--- config.mk ---
export PLATFORM = sky130hd
export DESIGN_NAME = ilfc_io_lines
export DESIGN_NICKNAME = d
export VERILOG_FILES = /design/src/ilfc_pkg.sv /design/src/ilfc_io_lines.sv /design/src/ilfc_hsfilt.sv /design/src/ilfc_avg.sv
export SDC_FILE = /design/constraint.sdc
export NUM_CORES = 2
export LEC_CHECK = 0
export BUFFER_PORTS_ARGS = -buffer_cell sky130_fd_sc_hd__buf_2
export CAP_MARGIN = 10
export CORE_MARGIN = 2
export CORE_UTILIZATION = 55
export CTS_CLUSTER_SIZE = 16
export DETAILED_ROUTE_END_ITERATION = 16
export GPL_TIMING_DRIVEN = 0
export PLACE_DENSITY = 0.74
export SYNTH_ARGS = -nofsm -noshare
export SYNTH_HDL_FRONTEND = slang
export SYNTH_SLANG_ARGS = --single-unit
--- constraint.sdc ---
create_clock -name pclk -period 11.7 [get_ports pclk]
set_input_delay 0.585 -clock pclk [delete_from_list [all_inputs] [get_ports pclk]]
set_output_delay 0.585 -clock pclk [all_outputs]
set_load 0.01 [all_outputs]
--- src/ilfc_pkg.sv ---
/*
 * shared constants, field layouts and types of the io line function block.
 * assumes a 25 MHz pclk and a 120 us servo cycle derived from it.
 */
package ilfc_pkg;
	localparam int CLK_MHZ = 25;
	localparam int SERVO_US = 120;
	localparam int SERVO_CYC = SERVO_US * CLK_MHZ;
	localparam int AVG_MS = 5;
	localparam int AVG_N = (AVG_MS * 1000 + SERVO_US - 1) / SERVO_US;
	localparam int FAST_NS = 150;
	localparam int SLOW_A_NS = 800;
	localparam int SLOW_B_NS = 300;
	localparam int NLINES = 7;
	localparam int ADC_W = 10;
	localparam int NANA = 4;

	function automatic int ns_to_cyc(input int ns);
		return (ns * CLK_MHZ + 999) / 1000;
	endfunction : ns_to_cyc

	localparam int FAST_CYC = ns_to_cyc(FAST_NS);
	localparam int SLOW_A_CYC = ns_to_cyc(SLOW_A_NS);
	localparam int SLOW_B_CYC = ns_to_cyc(SLOW_B_NS);

	localparam logic [11:0] OFS_CTRL = 12'h000;
	localparam logic [11:0] OFS_CFG = 12'h004;
	localparam logic [11:0] OFS_DEBOUNCE = 12'h008;
	localparam logic [11:0] OFS_OUT = 12'h00c;
	localparam logic [11:0] OFS_STATUS = 12'h010;
	localparam logic [11:0] OFS_FLOW = 12'h014;
	localparam logic [11:0] OFS_ENC = 12'h018;
	localparam logic [11:0] OFS_POS = 12'h01c;
	localparam logic [11:0] OFS_ANA0 = 12'h020;
	localparam logic [11:0] OFS_ANA3 = 12'h02c;

	localparam int CTRL_SLOW_BIT = 0;
	localparam int CTRL_VAR_BIT = 1;
	localparam int CTRL_FMT_LSB = 2;
	localparam int CTRL_BUFSRC_BIT = 4;
	localparam int CTRL_RXDIFF_BIT = 5;
	localparam int CTRL_TXDIFF_BIT = 6;
	localparam int CTRL_SCALE_LSB = 16;
	localparam int STATUS_CONFLICT_BIT = 8;
	localparam int CFG_FN_LSB = 4;
	localparam int FLOW_LEVEL_BIT = 3;
	localparam int FLOW_OP_BIT = 4;
	localparam int FLOW_TGT_LSB = 8;
	localparam logic [31:0] CTRL_RST = 32'h0100_0000;
	localparam logic [7:0] DEBOUNCE_RST = 8'h00;

	typedef enum logic [2:0] {
		FN_DIN = 3'h0,
		FN_DOUT = 3'h1,
		FN_AIN = 3'h2,
		FN_HSIN = 3'h3,
		FN_HSOUT = 3'h4
	} ilfc_func_type;

	typedef enum logic [1:0] {
		FMT_STEPDIR = 2'h0,
		FMT_QUAD = 2'h1,
		FMT_UPDN = 2'h2
	} ilfc_fmt_type;

	typedef struct packed {
		logic z;
		logic b;
		logic a;
	} ilfc_enc_type;

	typedef struct packed {
		logic done;
		logic jump;
		logic [7:0] target;
	} ilfc_flow_type;
endpackage : ilfc_pkg

--- src/ilfc_io_lines.sv ---
/*
 * io line function assignment, input conditioning, encoder counting and
 * program flow line tests, with an apb register slave.
 * assumes adc_data is produced on pclk; line, ssi and encoder pins are async.
 */
`timescale 1ns/100ps
// Operation
// - analog input may only be assigned to lines 4 to 7.
// - each analog channel yields a 10-bit unsigned sample.
// - analog values are averaged over the latest 5 ms of samples.
// - filtered analog result refreshes once every 120 us servo cycle.
// - a line holding a high speed function cannot be reassigned.
// - fast encoder filter accepts a level stable for 150 ns.
// - slow filter minimum level is 800 ns, or 300 ns in variant b.
// - variant a handles 1 MHz, step/direction slow up to 625 kHz.
// - variant b fast counts 10 MHz quadrature, 2.5 MHz step/direction.
// - variant b slow counts 5 MHz quadrature, 1.25 MHz step/direction.
// - encoder formats step/direction, quadrature and up/down are selectable.
// - lines 4 to 6 can carry internal or external encoder signals.
// - differential ssi receive is converted and driven onto lines 4 to 6.
// - internal encoder can drive ssi outputs differentially instead.
// - wait on line level stalls until the level matches, then resumes.
// - branch on line level jumps to target if matched, else continues.
// - after reset all seven lines are digital inputs.
// - input change seen after debounce time in servo cycles.
// - encoder counts sampled each servo cycle; scaling remainder carried forward.
module ilfc_io_lines #(
	parameter int TICK_CYC = ilfc_pkg::SERVO_CYC
) (
	input wire logic pclk,
	input wire logic presetn,
	input wire logic psel,
	input wire logic penable,
	input wire logic pwrite,
	input wire logic [11:0] paddr,
	input wire logic [31:0] pwdata,
	output logic [31:0] prdata,
	output logic pready,
	output logic pslverr,
	input wire logic [6:0] line_in,
	output logic [6:0] line_out,
	output logic [6:0] line_oe,
	input wire logic [3:0][9:0] adc_data,
	input wire ilfc_pkg::ilfc_enc_type int_enc,
	input wire ilfc_pkg::ilfc_enc_type ssi_rx_p,
	input wire ilfc_pkg::ilfc_enc_type ssi_rx_n,
	output ilfc_pkg::ilfc_enc_type ssi_tx_p,
	output ilfc_pkg::ilfc_enc_type ssi_tx_n,
	output logic ssi_tx_oe,
	output ilfc_pkg::ilfc_flow_type flow
);
	typedef struct packed {
		logic [11:0] div;
		logic tick;
		logic pready;
		logic pslverr;
		logic [31:0] prdata;
		logic [31:0] ctrl;
		logic [7:0] deb_time;
		logic [6:0] out_lvl;
		ilfc_pkg::ilfc_func_type [6:0] func;
		logic [6:0] lin_s1;
		logic [6:0] lin_s2;
		logic [5:0] rx_s1;
		logic [5:0] rx_s2;
		logic [2:0] ie_s1;
		logic [2:0] ie_s2;
		logic [6:0][7:0] deb_cnt;
		logic [6:0] filt_in;
		logic conflict;
		logic flow_busy;
		logic flow_lvl;
		logic [2:0] flow_line;
		logic [7:0] flow_tgt;
		ilfc_pkg::ilfc_flow_type flow;
		logic [2:0] hs_prev;
		logic [15:0] delta_acc;
		logic [15:0] delta_smp;
		logic [7:0] frac;
		logic [31:0] pos;
		logic [6:0] line_out;
		logic [6:0] line_oe;
		ilfc_pkg::ilfc_enc_type tx_p;
		ilfc_pkg::ilfc_enc_type tx_n;
		logic tx_oe;
	} ilfc_st_type;
	ilfc_st_type s_r, s_nxt;

	logic [2:0] hs_raw;
	logic [2:0] hs_f;
	logic [2:0] rx_se;
	logic [2:0] buf_sig;
	logic [3:0][9:0] ana_avg;
	logic setup, done_acc, wr, hit, enc_on, cfg_bad, match;
	logic signed [1:0] step;
	logic signed [15:0] acc_in;
	logic signed [16:0] scale_s;
	logic signed [33:0] tot;
	logic signed [25:0] whole;
	logic [2:0] cfg_line;
	ilfc_pkg::ilfc_func_type cfg_fn;
	ilfc_pkg::ilfc_fmt_type fmt;

	function automatic logic pick(input logic [6:0] v, input logic [2:0] i);
		return (i < 3'h7) ? v[i] : 1'b0;
	endfunction : pick

	function automatic logic is_hs(input ilfc_pkg::ilfc_func_type f);
		return f == ilfc_pkg::FN_HSIN || f == ilfc_pkg::FN_HSOUT;
	endfunction : is_hs

	function automatic logic signed [1:0] quad_step(input logic [1:0] p, input logic [1:0] c);
		unique case ({p, c})
			4'h1, 4'h7, 4'he, 4'h8: return 2'sd1;
			4'h2, 4'hb, 4'hd, 4'h4: return -2'sd1;
			default: return 2'sd0;
		endcase
	endfunction : quad_step

	assign hs_raw = s_r.ctrl[ilfc_pkg::CTRL_RXDIFF_BIT] ? s_r.rx_s2[2:0] & ~s_r.rx_s2[5:3] :
		s_r.lin_s2[5:3];

	for (genvar g = 0; g < 3; g++) begin : g_hs
		ilfc_hsfilt u_filt (
			.pclk(pclk),
			.presetn(presetn),
			.din(hs_raw[g]),
			.slow(s_r.ctrl[ilfc_pkg::CTRL_SLOW_BIT]),
			.variant_b(s_r.ctrl[ilfc_pkg::CTRL_VAR_BIT]),
			.dout(hs_f[g])
		);
	end

	for (genvar g = 0; g < ilfc_pkg::NANA; g++) begin : g_ana
		ilfc_avg #(.N(ilfc_pkg::AVG_N), .W(ilfc_pkg::ADC_W)) u_avg (
			.pclk(pclk),
			.presetn(presetn),
			.tick(s_r.tick),
			.sample(adc_data[g]),
			.avg(ana_avg[g])
		);
	end

	always_comb begin
		s_nxt = s_r;
		// pin synchronisers
		s_nxt.lin_s1 = line_in;
		s_nxt.lin_s2 = s_r.lin_s1;
		s_nxt.rx_s1 = {ssi_rx_n, ssi_rx_p};
		s_nxt.rx_s2 = s_r.rx_s1;
		s_nxt.ie_s1 = int_enc;
		s_nxt.ie_s2 = s_r.ie_s1;
		// servo cycle divider
		s_nxt.tick = (s_r.div == 12'(TICK_CYC - 1));
		s_nxt.div = s_nxt.tick ? 12'h000 : s_r.div + 12'h001;
		// input debounce per line
		for (int i = 0; i < ilfc_pkg::NLINES; i++) begin
			if (s_r.tick) begin
				if (s_r.lin_s2[i] == s_r.filt_in[i]) begin
					s_nxt.deb_cnt[i] = 8'h00;
				end else if (s_r.deb_cnt[i] >= s_r.deb_time) begin
					s_nxt.filt_in[i] = s_r.lin_s2[i];
					s_nxt.deb_cnt[i] = 8'h00;
				end else begin
					s_nxt.deb_cnt[i] = s_r.deb_cnt[i] + 8'h01;
				end
			end
		end
		// encoder counting
		fmt = ilfc_pkg::ilfc_fmt_type'(s_r.ctrl[ilfc_pkg::CTRL_FMT_LSB +: 2]);
		s_nxt.hs_prev = hs_f;
		unique case (fmt)
			ilfc_pkg::FMT_STEPDIR: step = (hs_f[0] & ~s_r.hs_prev[0]) ?
				(hs_f[1] ? -2'sd1 : 2'sd1) : 2'sd0;
			ilfc_pkg::FMT_QUAD: step = quad_step(s_r.hs_prev[1:0], hs_f[1:0]);
			ilfc_pkg::FMT_UPDN: step = (hs_f[0] & ~s_r.hs_prev[0]) ? 2'sd1 :
				((hs_f[1] & ~s_r.hs_prev[1]) ? -2'sd1 : 2'sd0);
			default: step = 2'sd0;
		endcase
		enc_on = s_r.func[3] == ilfc_pkg::FN_HSIN && s_r.func[4] == ilfc_pkg::FN_HSIN;
		acc_in = $signed(s_r.delta_acc) + (enc_on ? 16'(step) : 16'sd0);
		scale_s = $signed({1'b0, s_r.ctrl[ilfc_pkg::CTRL_SCALE_LSB +: 16]});
		tot = 34'(acc_in) * 34'(scale_s) + 34'($signed({1'b0, s_r.frac}));
		whole = tot[33:8];
		s_nxt.delta_acc = acc_in;
		if (s_r.tick) begin
			s_nxt.delta_smp = acc_in;
			s_nxt.delta_acc = 16'h0000;
			s_nxt.pos = s_r.pos + 32'(whole);
			s_nxt.frac = tot[7:0];
		end
		// line drivers
		rx_se = s_r.rx_s2[2:0] & ~s_r.rx_s2[5:3];
		buf_sig = s_r.ctrl[ilfc_pkg::CTRL_RXDIFF_BIT] ? rx_se :
			(s_r.ctrl[ilfc_pkg::CTRL_BUFSRC_BIT] ? hs_f : s_r.ie_s2);
		for (int i = 0; i < ilfc_pkg::NLINES; i++) begin
			s_nxt.line_oe[i] = 1'b0;
			s_nxt.line_out[i] = 1'b0;
			if (s_r.func[i] == ilfc_pkg::FN_DOUT) begin
				s_nxt.line_oe[i] = 1'b1;
				s_nxt.line_out[i] = s_r.out_lvl[i];
			end else if (s_r.func[i] == ilfc_pkg::FN_HSOUT && i >= 3 && i <= 5) begin
				s_nxt.line_oe[i] = 1'b1;
				s_nxt.line_out[i] = buf_sig[i-3];
			end
		end
		s_nxt.tx_oe = s_r.ctrl[ilfc_pkg::CTRL_TXDIFF_BIT];
		s_nxt.tx_p = s_nxt.tx_oe ? s_r.ie_s2 : 3'h0;
		s_nxt.tx_n = s_nxt.tx_oe ? ~s_r.ie_s2 : 3'h0;
		// program flow line tests
		s_nxt.flow.done = 1'b0;
		match = pick(s_r.filt_in, s_r.flow_line) == s_r.flow_lvl;
		if (s_r.flow_busy && match) begin
			s_nxt.flow_busy = 1'b0;
			s_nxt.flow.done = 1'b1;
			s_nxt.flow.jump = 1'b0;
		end
		// apb slave
		setup = psel & ~penable;
		done_acc = psel & penable & s_r.pready;
		wr = done_acc & pwrite & ~s_r.pslverr;
		hit = (paddr[1:0] == 2'h0) && (paddr <= ilfc_pkg::OFS_ANA3);
		s_nxt.pready = setup;
		s_nxt.pslverr = setup & ~hit;
		if (setup) begin
			unique case (paddr)
				ilfc_pkg::OFS_CTRL: s_nxt.prdata = s_r.ctrl;
				ilfc_pkg::OFS_CFG: s_nxt.prdata = {11'h000, s_r.func};
				ilfc_pkg::OFS_DEBOUNCE: s_nxt.prdata = {24'h000000, s_r.deb_time};
				ilfc_pkg::OFS_OUT: s_nxt.prdata = {25'h0000000, s_r.out_lvl};
				ilfc_pkg::OFS_STATUS: s_nxt.prdata = {21'h000000, s_r.flow.jump,
					s_r.flow_busy, s_r.conflict, 1'b0, s_r.filt_in};
				ilfc_pkg::OFS_FLOW: s_nxt.prdata = {16'h0000, s_r.flow_tgt, 4'h0,
					s_r.flow_lvl, s_r.flow_line};
				ilfc_pkg::OFS_ENC: s_nxt.prdata = 32'($signed(s_r.delta_smp));
				ilfc_pkg::OFS_POS: s_nxt.prdata = s_r.pos;
				default: begin
					s_nxt.prdata = 32'h0000_0000;
					for (int k = 0; k < ilfc_pkg::NANA; k++)
						if (paddr == ilfc_pkg::OFS_ANA0 + 12'(4 * k) &&
							s_r.func[k+3] == ilfc_pkg::FN_AIN)
							s_nxt.prdata = {22'h000000, ana_avg[k]};
				end
			endcase
		end
		cfg_line = pwdata[2:0];
		cfg_fn = ilfc_pkg::ilfc_func_type'(pwdata[ilfc_pkg::CFG_FN_LSB +: 3]);
		cfg_bad = cfg_line == 3'h7 || pwdata[ilfc_pkg::CFG_FN_LSB +: 3] > 3'h4 ||
			(cfg_fn == ilfc_pkg::FN_AIN && cfg_line < 3'h3) ||
			(is_hs(cfg_fn) && (cfg_line < 3'h3 || cfg_line > 3'h5)) ||
			(cfg_line != 3'h7 && is_hs(s_r.func[cfg_line]) &&
			s_r.func[cfg_line] != cfg_fn);
		if (wr) begin
			unique case (paddr)
				ilfc_pkg::OFS_CTRL: s_nxt.ctrl = pwdata;
				ilfc_pkg::OFS_DEBOUNCE: s_nxt.deb_time = pwdata[7:0];
				ilfc_pkg::OFS_OUT: s_nxt.out_lvl = pwdata[6:0];
				ilfc_pkg::OFS_STATUS: if (pwdata[ilfc_pkg::STATUS_CONFLICT_BIT])
					s_nxt.conflict = 1'b0;
				ilfc_pkg::OFS_CFG: if (!cfg_bad)
					s_nxt.func[cfg_line] = cfg_fn;
				ilfc_pkg::OFS_FLOW: if (!s_r.flow_busy) begin
					s_nxt.flow_line = pwdata[2:0];
					s_nxt.flow_lvl = pwdata[ilfc_pkg::FLOW_LEVEL_BIT];
					s_nxt.flow_tgt = pwdata[ilfc_pkg::FLOW_TGT_LSB +: 8];
					s_nxt.flow.target = pwdata[ilfc_pkg::FLOW_TGT_LSB +: 8];
					if (pwdata[ilfc_pkg::FLOW_OP_BIT]) begin
						s_nxt.flow.done = 1'b1;
						s_nxt.flow.jump = pick(s_r.filt_in, pwdata[2:0]) ==
							pwdata[ilfc_pkg::FLOW_LEVEL_BIT];
					end else begin
						s_nxt.flow_busy = 1'b1;
					end
				end
				default: s_nxt.ctrl = s_r.ctrl;
			endcase
		end
		// set wins over a same cycle clear
		if (wr && paddr == ilfc_pkg::OFS_CFG && cfg_bad)
			s_nxt.conflict = 1'b1;
	end

	always_ff @(posedge pclk or negedge presetn) begin
		if (!presetn) begin
			s_r <= '0;
			s_r.ctrl <= ilfc_pkg::CTRL_RST;
			s_r.deb_time <= ilfc_pkg::DEBOUNCE_RST;
			s_r.func <= {7{ilfc_pkg::FN_DIN}};
		end else begin
			s_r <= s_nxt;
		end
	end

	assign prdata = s_r.prdata;
	assign pready = s_r.pready;
	assign pslverr = s_r.pslverr;
	assign line_out = s_r.line_out;
	assign line_oe = s_r.line_oe;
	assign ssi_tx_p = s_r.tx_p;
	assign ssi_tx_n = s_r.tx_n;
	assign ssi_tx_oe = s_r.tx_oe;
	assign flow = s_r.flow;
endmodule : ilfc_io_lines

--- src/ilfc_hsfilt.sv ---
/*
 * minimum level filter for one high speed input.
 * assumes din is already synchronised to pclk.
 */
`timescale 1ns/100ps
module ilfc_hsfilt (
	input wire logic pclk,
	input wire logic presetn,
	input wire logic din,
	input wire logic slow,
	input wire logic variant_b,
	output logic dout
);
	typedef struct packed {
		logic [4:0] cnt;
		logic lvl;
		logic [4:0] age;
		logic [1:0] sel;
	} ilfc_hf_type;
	ilfc_hf_type s_r, s_nxt;
	logic [4:0] lim;

	always_comb begin
		if (!slow)
			lim = 5'(ilfc_pkg::FAST_CYC);
		else if (variant_b)
			lim = 5'(ilfc_pkg::SLOW_B_CYC);
		else
			lim = 5'(ilfc_pkg::SLOW_A_CYC);
		s_nxt = s_r;
		s_nxt.sel = {variant_b, slow};
		s_nxt.age = (s_r.sel != {variant_b, slow}) ? 5'h00 :
			((s_r.age == 5'h1f) ? s_r.age : s_r.age + 5'h01);
		if (din == s_r.lvl) begin
			s_nxt.cnt = 5'h00;
		end else if (s_r.cnt >= lim - 5'h01) begin
			s_nxt.lvl = din;
			s_nxt.cnt = 5'h00;
		end else begin
			s_nxt.cnt = s_r.cnt + 5'h01;
		end
	end

	always_ff @(posedge pclk or negedge presetn) begin
		if (!presetn)
			s_r <= '0;
		else
			s_r <= s_nxt;
	end

	assign dout = s_r.lvl;
endmodule : ilfc_hsfilt

--- src/ilfc_avg.sv ---
/*
 * sliding average of one analog channel over the last n servo samples.
 * assumes tick is a one cycle pulse per servo cycle and sample is on pclk.
 */
`timescale 1ns/100ps
module ilfc_avg #(
	parameter int N = ilfc_pkg::AVG_N,
	parameter int W = ilfc_pkg::ADC_W
) (
	input wire logic pclk,
	input wire logic presetn,
	input wire logic tick,
	input wire logic [W-1:0] sample,
	output logic [W-1:0] avg
);
	localparam int IW = $clog2(N);
	localparam int SW = W + IW + 1;
	localparam int RECIP = (65536 + N / 2) / N;
	typedef struct packed {
		logic [N-1:0][W-1:0] ring;
		logic [IW-1:0] idx;
		logic [SW-1:0] sum;
		logic [W-1:0] avg;
	} ilfc_av_type;
	ilfc_av_type s_r, s_nxt;
	logic [SW+16:0] prod;

	function automatic logic [SW-1:0] ring_total(input logic [N-1:0][W-1:0] r);
		logic [SW-1:0] t;
		t = '0;
		for (int i = 0; i < N; i++)
			t = t + SW'(r[i]);
		return t;
	endfunction : ring_total

	always_comb begin
		s_nxt = s_r;
		prod = '0;
		if (tick) begin
			s_nxt.sum = s_r.sum + SW'(sample) - SW'(s_r.ring[s_r.idx]);
			s_nxt.ring[s_r.idx] = sample;
			s_nxt.idx = (s_r.idx == IW'(N - 1)) ? '0 : s_r.idx + IW'(1);
			prod = (SW + 17)'(s_nxt.sum) * (SW + 17)'(RECIP);
			s_nxt.avg = prod[W+15:16];
		end
	end

	always_ff @(posedge pclk or negedge presetn) begin
		if (!presetn)
			s_r <= '0;
		else
			s_r <= s_nxt;
	end

	assign avg = s_r.avg;
endmodule : ilfc_avg

==> results.sh <==
export IMPL_status="completed"
export IMPL_maximum_count_of_clock_buffers_along_a_single_path=3
export IMPL_coreArea_um2=208000
export IMPL_area_of_the_die_um2=213000
export IMPL_gp_congestion=1.01
export IMPL_synth_area_leader_cell="sky130_fd_sc_hd__dfrtp_1"
export IMPL_tritoncts="done"
export IMPL_timing_critical_path_fanout_max=8
export IMPL_final_core_utilization=0.624
export IMPL_post_synth_instance_area_um2=115000
export IMPL_layout_worst_path_cycle_share=0.988
export IMPL_cpPeakStageDelay_ns=0.59
export IMPL_hold_class="input port to register"
export IMPL_irDropWorstVdd_mv=0.216
export IMPL_global_route_overflow_total=0
export IMPL_synth_top_flop_cell="sky130_fd_sc_hd__dfrtp_1"
export IMPL_async_reset_ff_frac=1.00
export IMPL_static_leakage_power_nw=62.9
export IMPL_grt_usage=0.364
export IMPL_max_freq_ghz=0.0865
export IMPL_seqCellArea_um2=53800
export IMPL_critical_path_cell_count=48
export IMPL_criticalPathCategory="register to register"
export IMPL_grt_pass1_vias=92732
export IMPL_synth_sequential_area_ratio=0.467
export IMPL_post_synth_main_area_contributors="sky130_fd_sc_hd__dfrtp_1 47%, sky130_fd_sc_hd__mux2_2 10%, sky130_fd_sc_hd__ha_1 6.2%, sky130_fd_sc_hd__fa_1 5.6%, sky130_fd_sc_hd__o21ai_0 4.4%"
export IMPL_max_cap_viol_count=0
export IMPL_critical_path_top_delay_family="adder cells"
export IMPL_total_area_of_multi_input_combinational_cells_um2=56700
export IMPL_slew_violations=0
export IMPL_clock_skew_ns=0.0552
export IMPL_clk_latency_ns=0.92
export IMPL_yosys_top_cells_count="2150 x sky130_fd_sc_hd__dfrtp_1, 1288 x sky130_fd_sc_hd__nand2_1, 1058 x sky130_fd_sc_hd__mux2_2"
export IMPL_unrepaired_setup_endpoints_after_global_routing="yes"
export IMPL_average_size_of_a_mapped_cell_um2=10.8
export IMPL_chipHeight_um=462
export IMPL_drt_antenna_violating_nets=0
export IMPL_grt_pass1_wl_mm=583
export IMPL_core_rowCount=167
export IMPL_syn2layout_area_growth_pct=12.4
export IMPL_timing_final_crit_period_ns=11.55
export IMPL_synth_edff_count=0
export IMPL_grt_start_max_net_pins=179
export IMPL_finalHoldWorstSlack_ns=0.0583
export IMPL_yosys_cell_count_top_type="sky130_fd_sc_hd__dfrtp_1"
export IMPL_share_of_final_layout_standard_cells_stronger_than_drive_strength_1=0.172
export IMPL_antenna_found_initial=18
export IMPL_vias=92506
export IMPL_routed_wirelength_mm=393
export IMPL_port_buffer_count=165
export IMPL_use_met2=0.541
export IMPL_worst_setup_path_start_kind="register"
export IMPL_drt_first_iter_violations=12182
export IMPL_holdPathStages=2
export IMPL_rr_worst_depth=48
export IMPL_netlist_instances=10623
export IMPL_synth_distinct_cells=93
export IMPL_timing_hold_violations_final=0
export IMPL_detailed_place_hpwl_mm=271
export IMPL_cts_root_buffer="sky130_fd_sc_hd__clkbuf_16"
export IMPL_globalRoute_busiestLayer="met2"
export IMPL_worstMarginPinSlew_ns=1.39
export IMPL_cts_buffers=221
export IMPL_ctsHtreeMaxLevel=4
export IMPL_yosysTopAreaCellShare=0.467
export IMPL_timing_final_setup_violations=0
export IMPL_final_setup_worst_slack_ns=0.146
export IMPL_powerDensity_nw_per_um2=139
export IMPL_critPathArrivalTime_ns=12.30
export IMPL_max_slew_margin=0.0680
export IMPL_synth_seq_cells=2151
export IMPL_dpl_worst_slack_ns=-1.79
export IMPL_postSynthNetCount=11622
export IMPL_design_area_um2=130000
export IMPL_wl_per_cell_um=27.8
export IMPL_synth_warning_count=0
export IMPL_worstPathRequired_ns=12.45
export IMPL_fp_dieW_um=462
export IMPL_nets=12139
export IMPL_worst_path_buffer_plus_inverter_count=5
export IMPL_crit_slowest_cell="sky130_fd_sc_hd__fa_1"
export IMPL_total_drc_errors_in_the_routed_layout=0
export IMPL_io_pins=170
export IMPL_grt_util_met1=0.479
export IMPL_dpl_cell_area_um2=120000
export IMPL_clkSinkCount=2151
export IMPL_gr_usage_met3=0.117
export IMPL_initial_core_util=0.555
export IMPL_worst_setup_path_end_kind="register"
export IMPL_worst_setup_hold_path_clk_slew_ns=0.06
export IMPL_routed_via_density=6.55
export IMPL_drt_pre_antenna_iters=7
export IMPL_num_fill_cells=16335
==> final timing paths <==
check                               startpoint                      end  slack (ns)
max in group asynchronous              presetn  g_ana[3].u_avg.s_r[402]        7.38
hold reg to reg                     s_nxt[206]                 s_r[206]        0.35
min in group asynchronous              presetn  g_ana[2].u_avg.s_r[352]        0.23
setup / recovery           g_hs[0].u_filt.dout                  s_r[52]        0.15
hold / removal                    adc_data[18]  g_ana[1].u_avg.s_r[151]        0.06
setup reg to reg           g_hs[0].u_filt.dout                  s_r[52]        0.15
==> per-layer routing <==
metal | wire (µm) | share of wire
met1 | 149000 | 0.38
met5 | 49 | 0.00012
met3 | 50100 | 0.13
met4 | 23900 | 0.061
met2 | 169000 | 0.43
==> layout by cell type, fill, tap and decap left out, types with 28 or more instances in the layout <==
cell type                          n
sky130_fd_sc_hd__nor4_1           33
sky130_fd_sc_hd__nand4_1          38
sky130_fd_sc_hd__fa_1            322
sky130_fd_sc_hd__a21o_1          112
sky130_fd_sc_hd__nand2_1        1287
sky130_fd_sc_hd__mux2_2         1058
sky130_fd_sc_hd__inv_1           625
sky130_fd_sc_hd__o22ai_1          35
sky130_fd_sc_hd__or3_1            29
sky130_fd_sc_hd__nand2b_1         54
sky130_fd_sc_hd__nor3_1           81
sky130_fd_sc_hd__bufinv_16        28
sky130_fd_sc_hd__o21ai_0        1017
sky130_fd_sc_hd__buf_4           108
sky130_fd_sc_hd__a221oi_1        174
sky130_fd_sc_hd__mux4_2           37
sky130_fd_sc_hd__dlygate4sd3_1    53
sky130_fd_sc_hd__a21oi_1         219
sky130_fd_sc_hd__clkbuf_1        563
sky130_fd_sc_hd__a22o_1          153
sky130_fd_sc_hd__o211ai_1         50
sky130_fd_sc_hd__xnor2_1         133
sky130_fd_sc_hd__a22oi_1         404
sky130_fd_sc_hd__dfrtp_1        2149
sky130_fd_sc_hd__clkinv_2         34
sky130_fd_sc_hd__clkbuf_8         58
sky130_fd_sc_hd__a31oi_1         135
sky130_fd_sc_hd__clkbuf_16       225
sky130_fd_sc_hd__buf_2           188
sky130_fd_sc_hd__o2bb2ai_1        34
sky130_fd_sc_hd__ha_1            563
sky130_fd_sc_hd__and3_1           34
sky130_fd_sc_hd__nand3_1         102
sky130_fd_sc_hd__buf_1            59
sky130_fd_sc_hd__xor2_1           60
sky130_fd_sc_hd__mux2i_1         106
sky130_fd_sc_hd__and2_1          132
sky130_fd_sc_hd__nor2b_1          48
sky130_fd_sc_hd__nor2_1          318
==> repair_timing <==
item	4_1_cts	5_1_grt
buffers inserted	13	29
gates cloned	0	0
gates resized for setup	59	79
hold buffers	53	0
setup endpoints to repair	21	19
endpoints found under the hold margin	147	0
pin swaps	11	44
==> cells by family (layout without fill, tap and decap cells) <==
logic type                 Yosys count  after routing  share of synthesized area
DFF                               2151           2151                      0.467
muxes                             1201           1201                      0.120
and+or+nand+nor                   2280           2280                     0.0887
adders and majority gates          894            894                      0.118
other                                0             14                          0
buffers and inverters             1322           2018                     0.0453
AOI/OAI and AO/OA                 2569           2569                      0.145
xor gates and xnor gates           206            206                     0.0158
==> metrics by stage <==
step	std cells	total power [mW]	TNS, ns
5_1_grt	14111	18.7	-0.796
4_1_cts	14068	18.0	0
6_report	14121	18.0	0
3_3_place_gp	13576	10.3	-
2_1_floorplan	10623	9.55	0
3_5_place_dp	13602	10.4	-20.87
==> flip-flops by register name (all words and copies together) (netlist names) <==
signal and flops:
flow 10, fmt 2, g_ana.u_avg.avg 40, g_ana.u_avg.s_r 1772
g_hs.u_filt.dout 3, g_hs.u_filt.s_r 15, line_oe 7, line_out 7
prdata 32, pready 1, pslverr 1, s_nxt 17
s_r 237, ssi_tx_n 3, ssi_tx_oe 1, ssi_tx_p 3
==> report_power, final <==
| part | switching [mW] | internal (mW) | total (mW) |
|---|---|---|---|
| clock network | 3.14 | 4.49 | 7.63 |
| logic | 1.72 | 1.13 | 2.85 |
| registers | 0.0418 | 7.49 | 7.53 |
==> area by class of cell <==
| type | instances | area share |
|---|---|---|
| flip-flops and latches | 2151 | 0.416 |
| repair buffers | 297 | 0.0182 |
| diodes | 14 | 0.000270 |
| clock inverters | 85 | 0.0101 |
| well taps | 2788 | 0.0269 |
| multi-input cells | 7150 | 0.438 |
| clock buffers | 317 | 0.0505 |
| inverters | 632 | 0.0183 |
| plain buffers | 687 | 0.0225 |
Note: power is estimated with default switching activity, not from simulation.
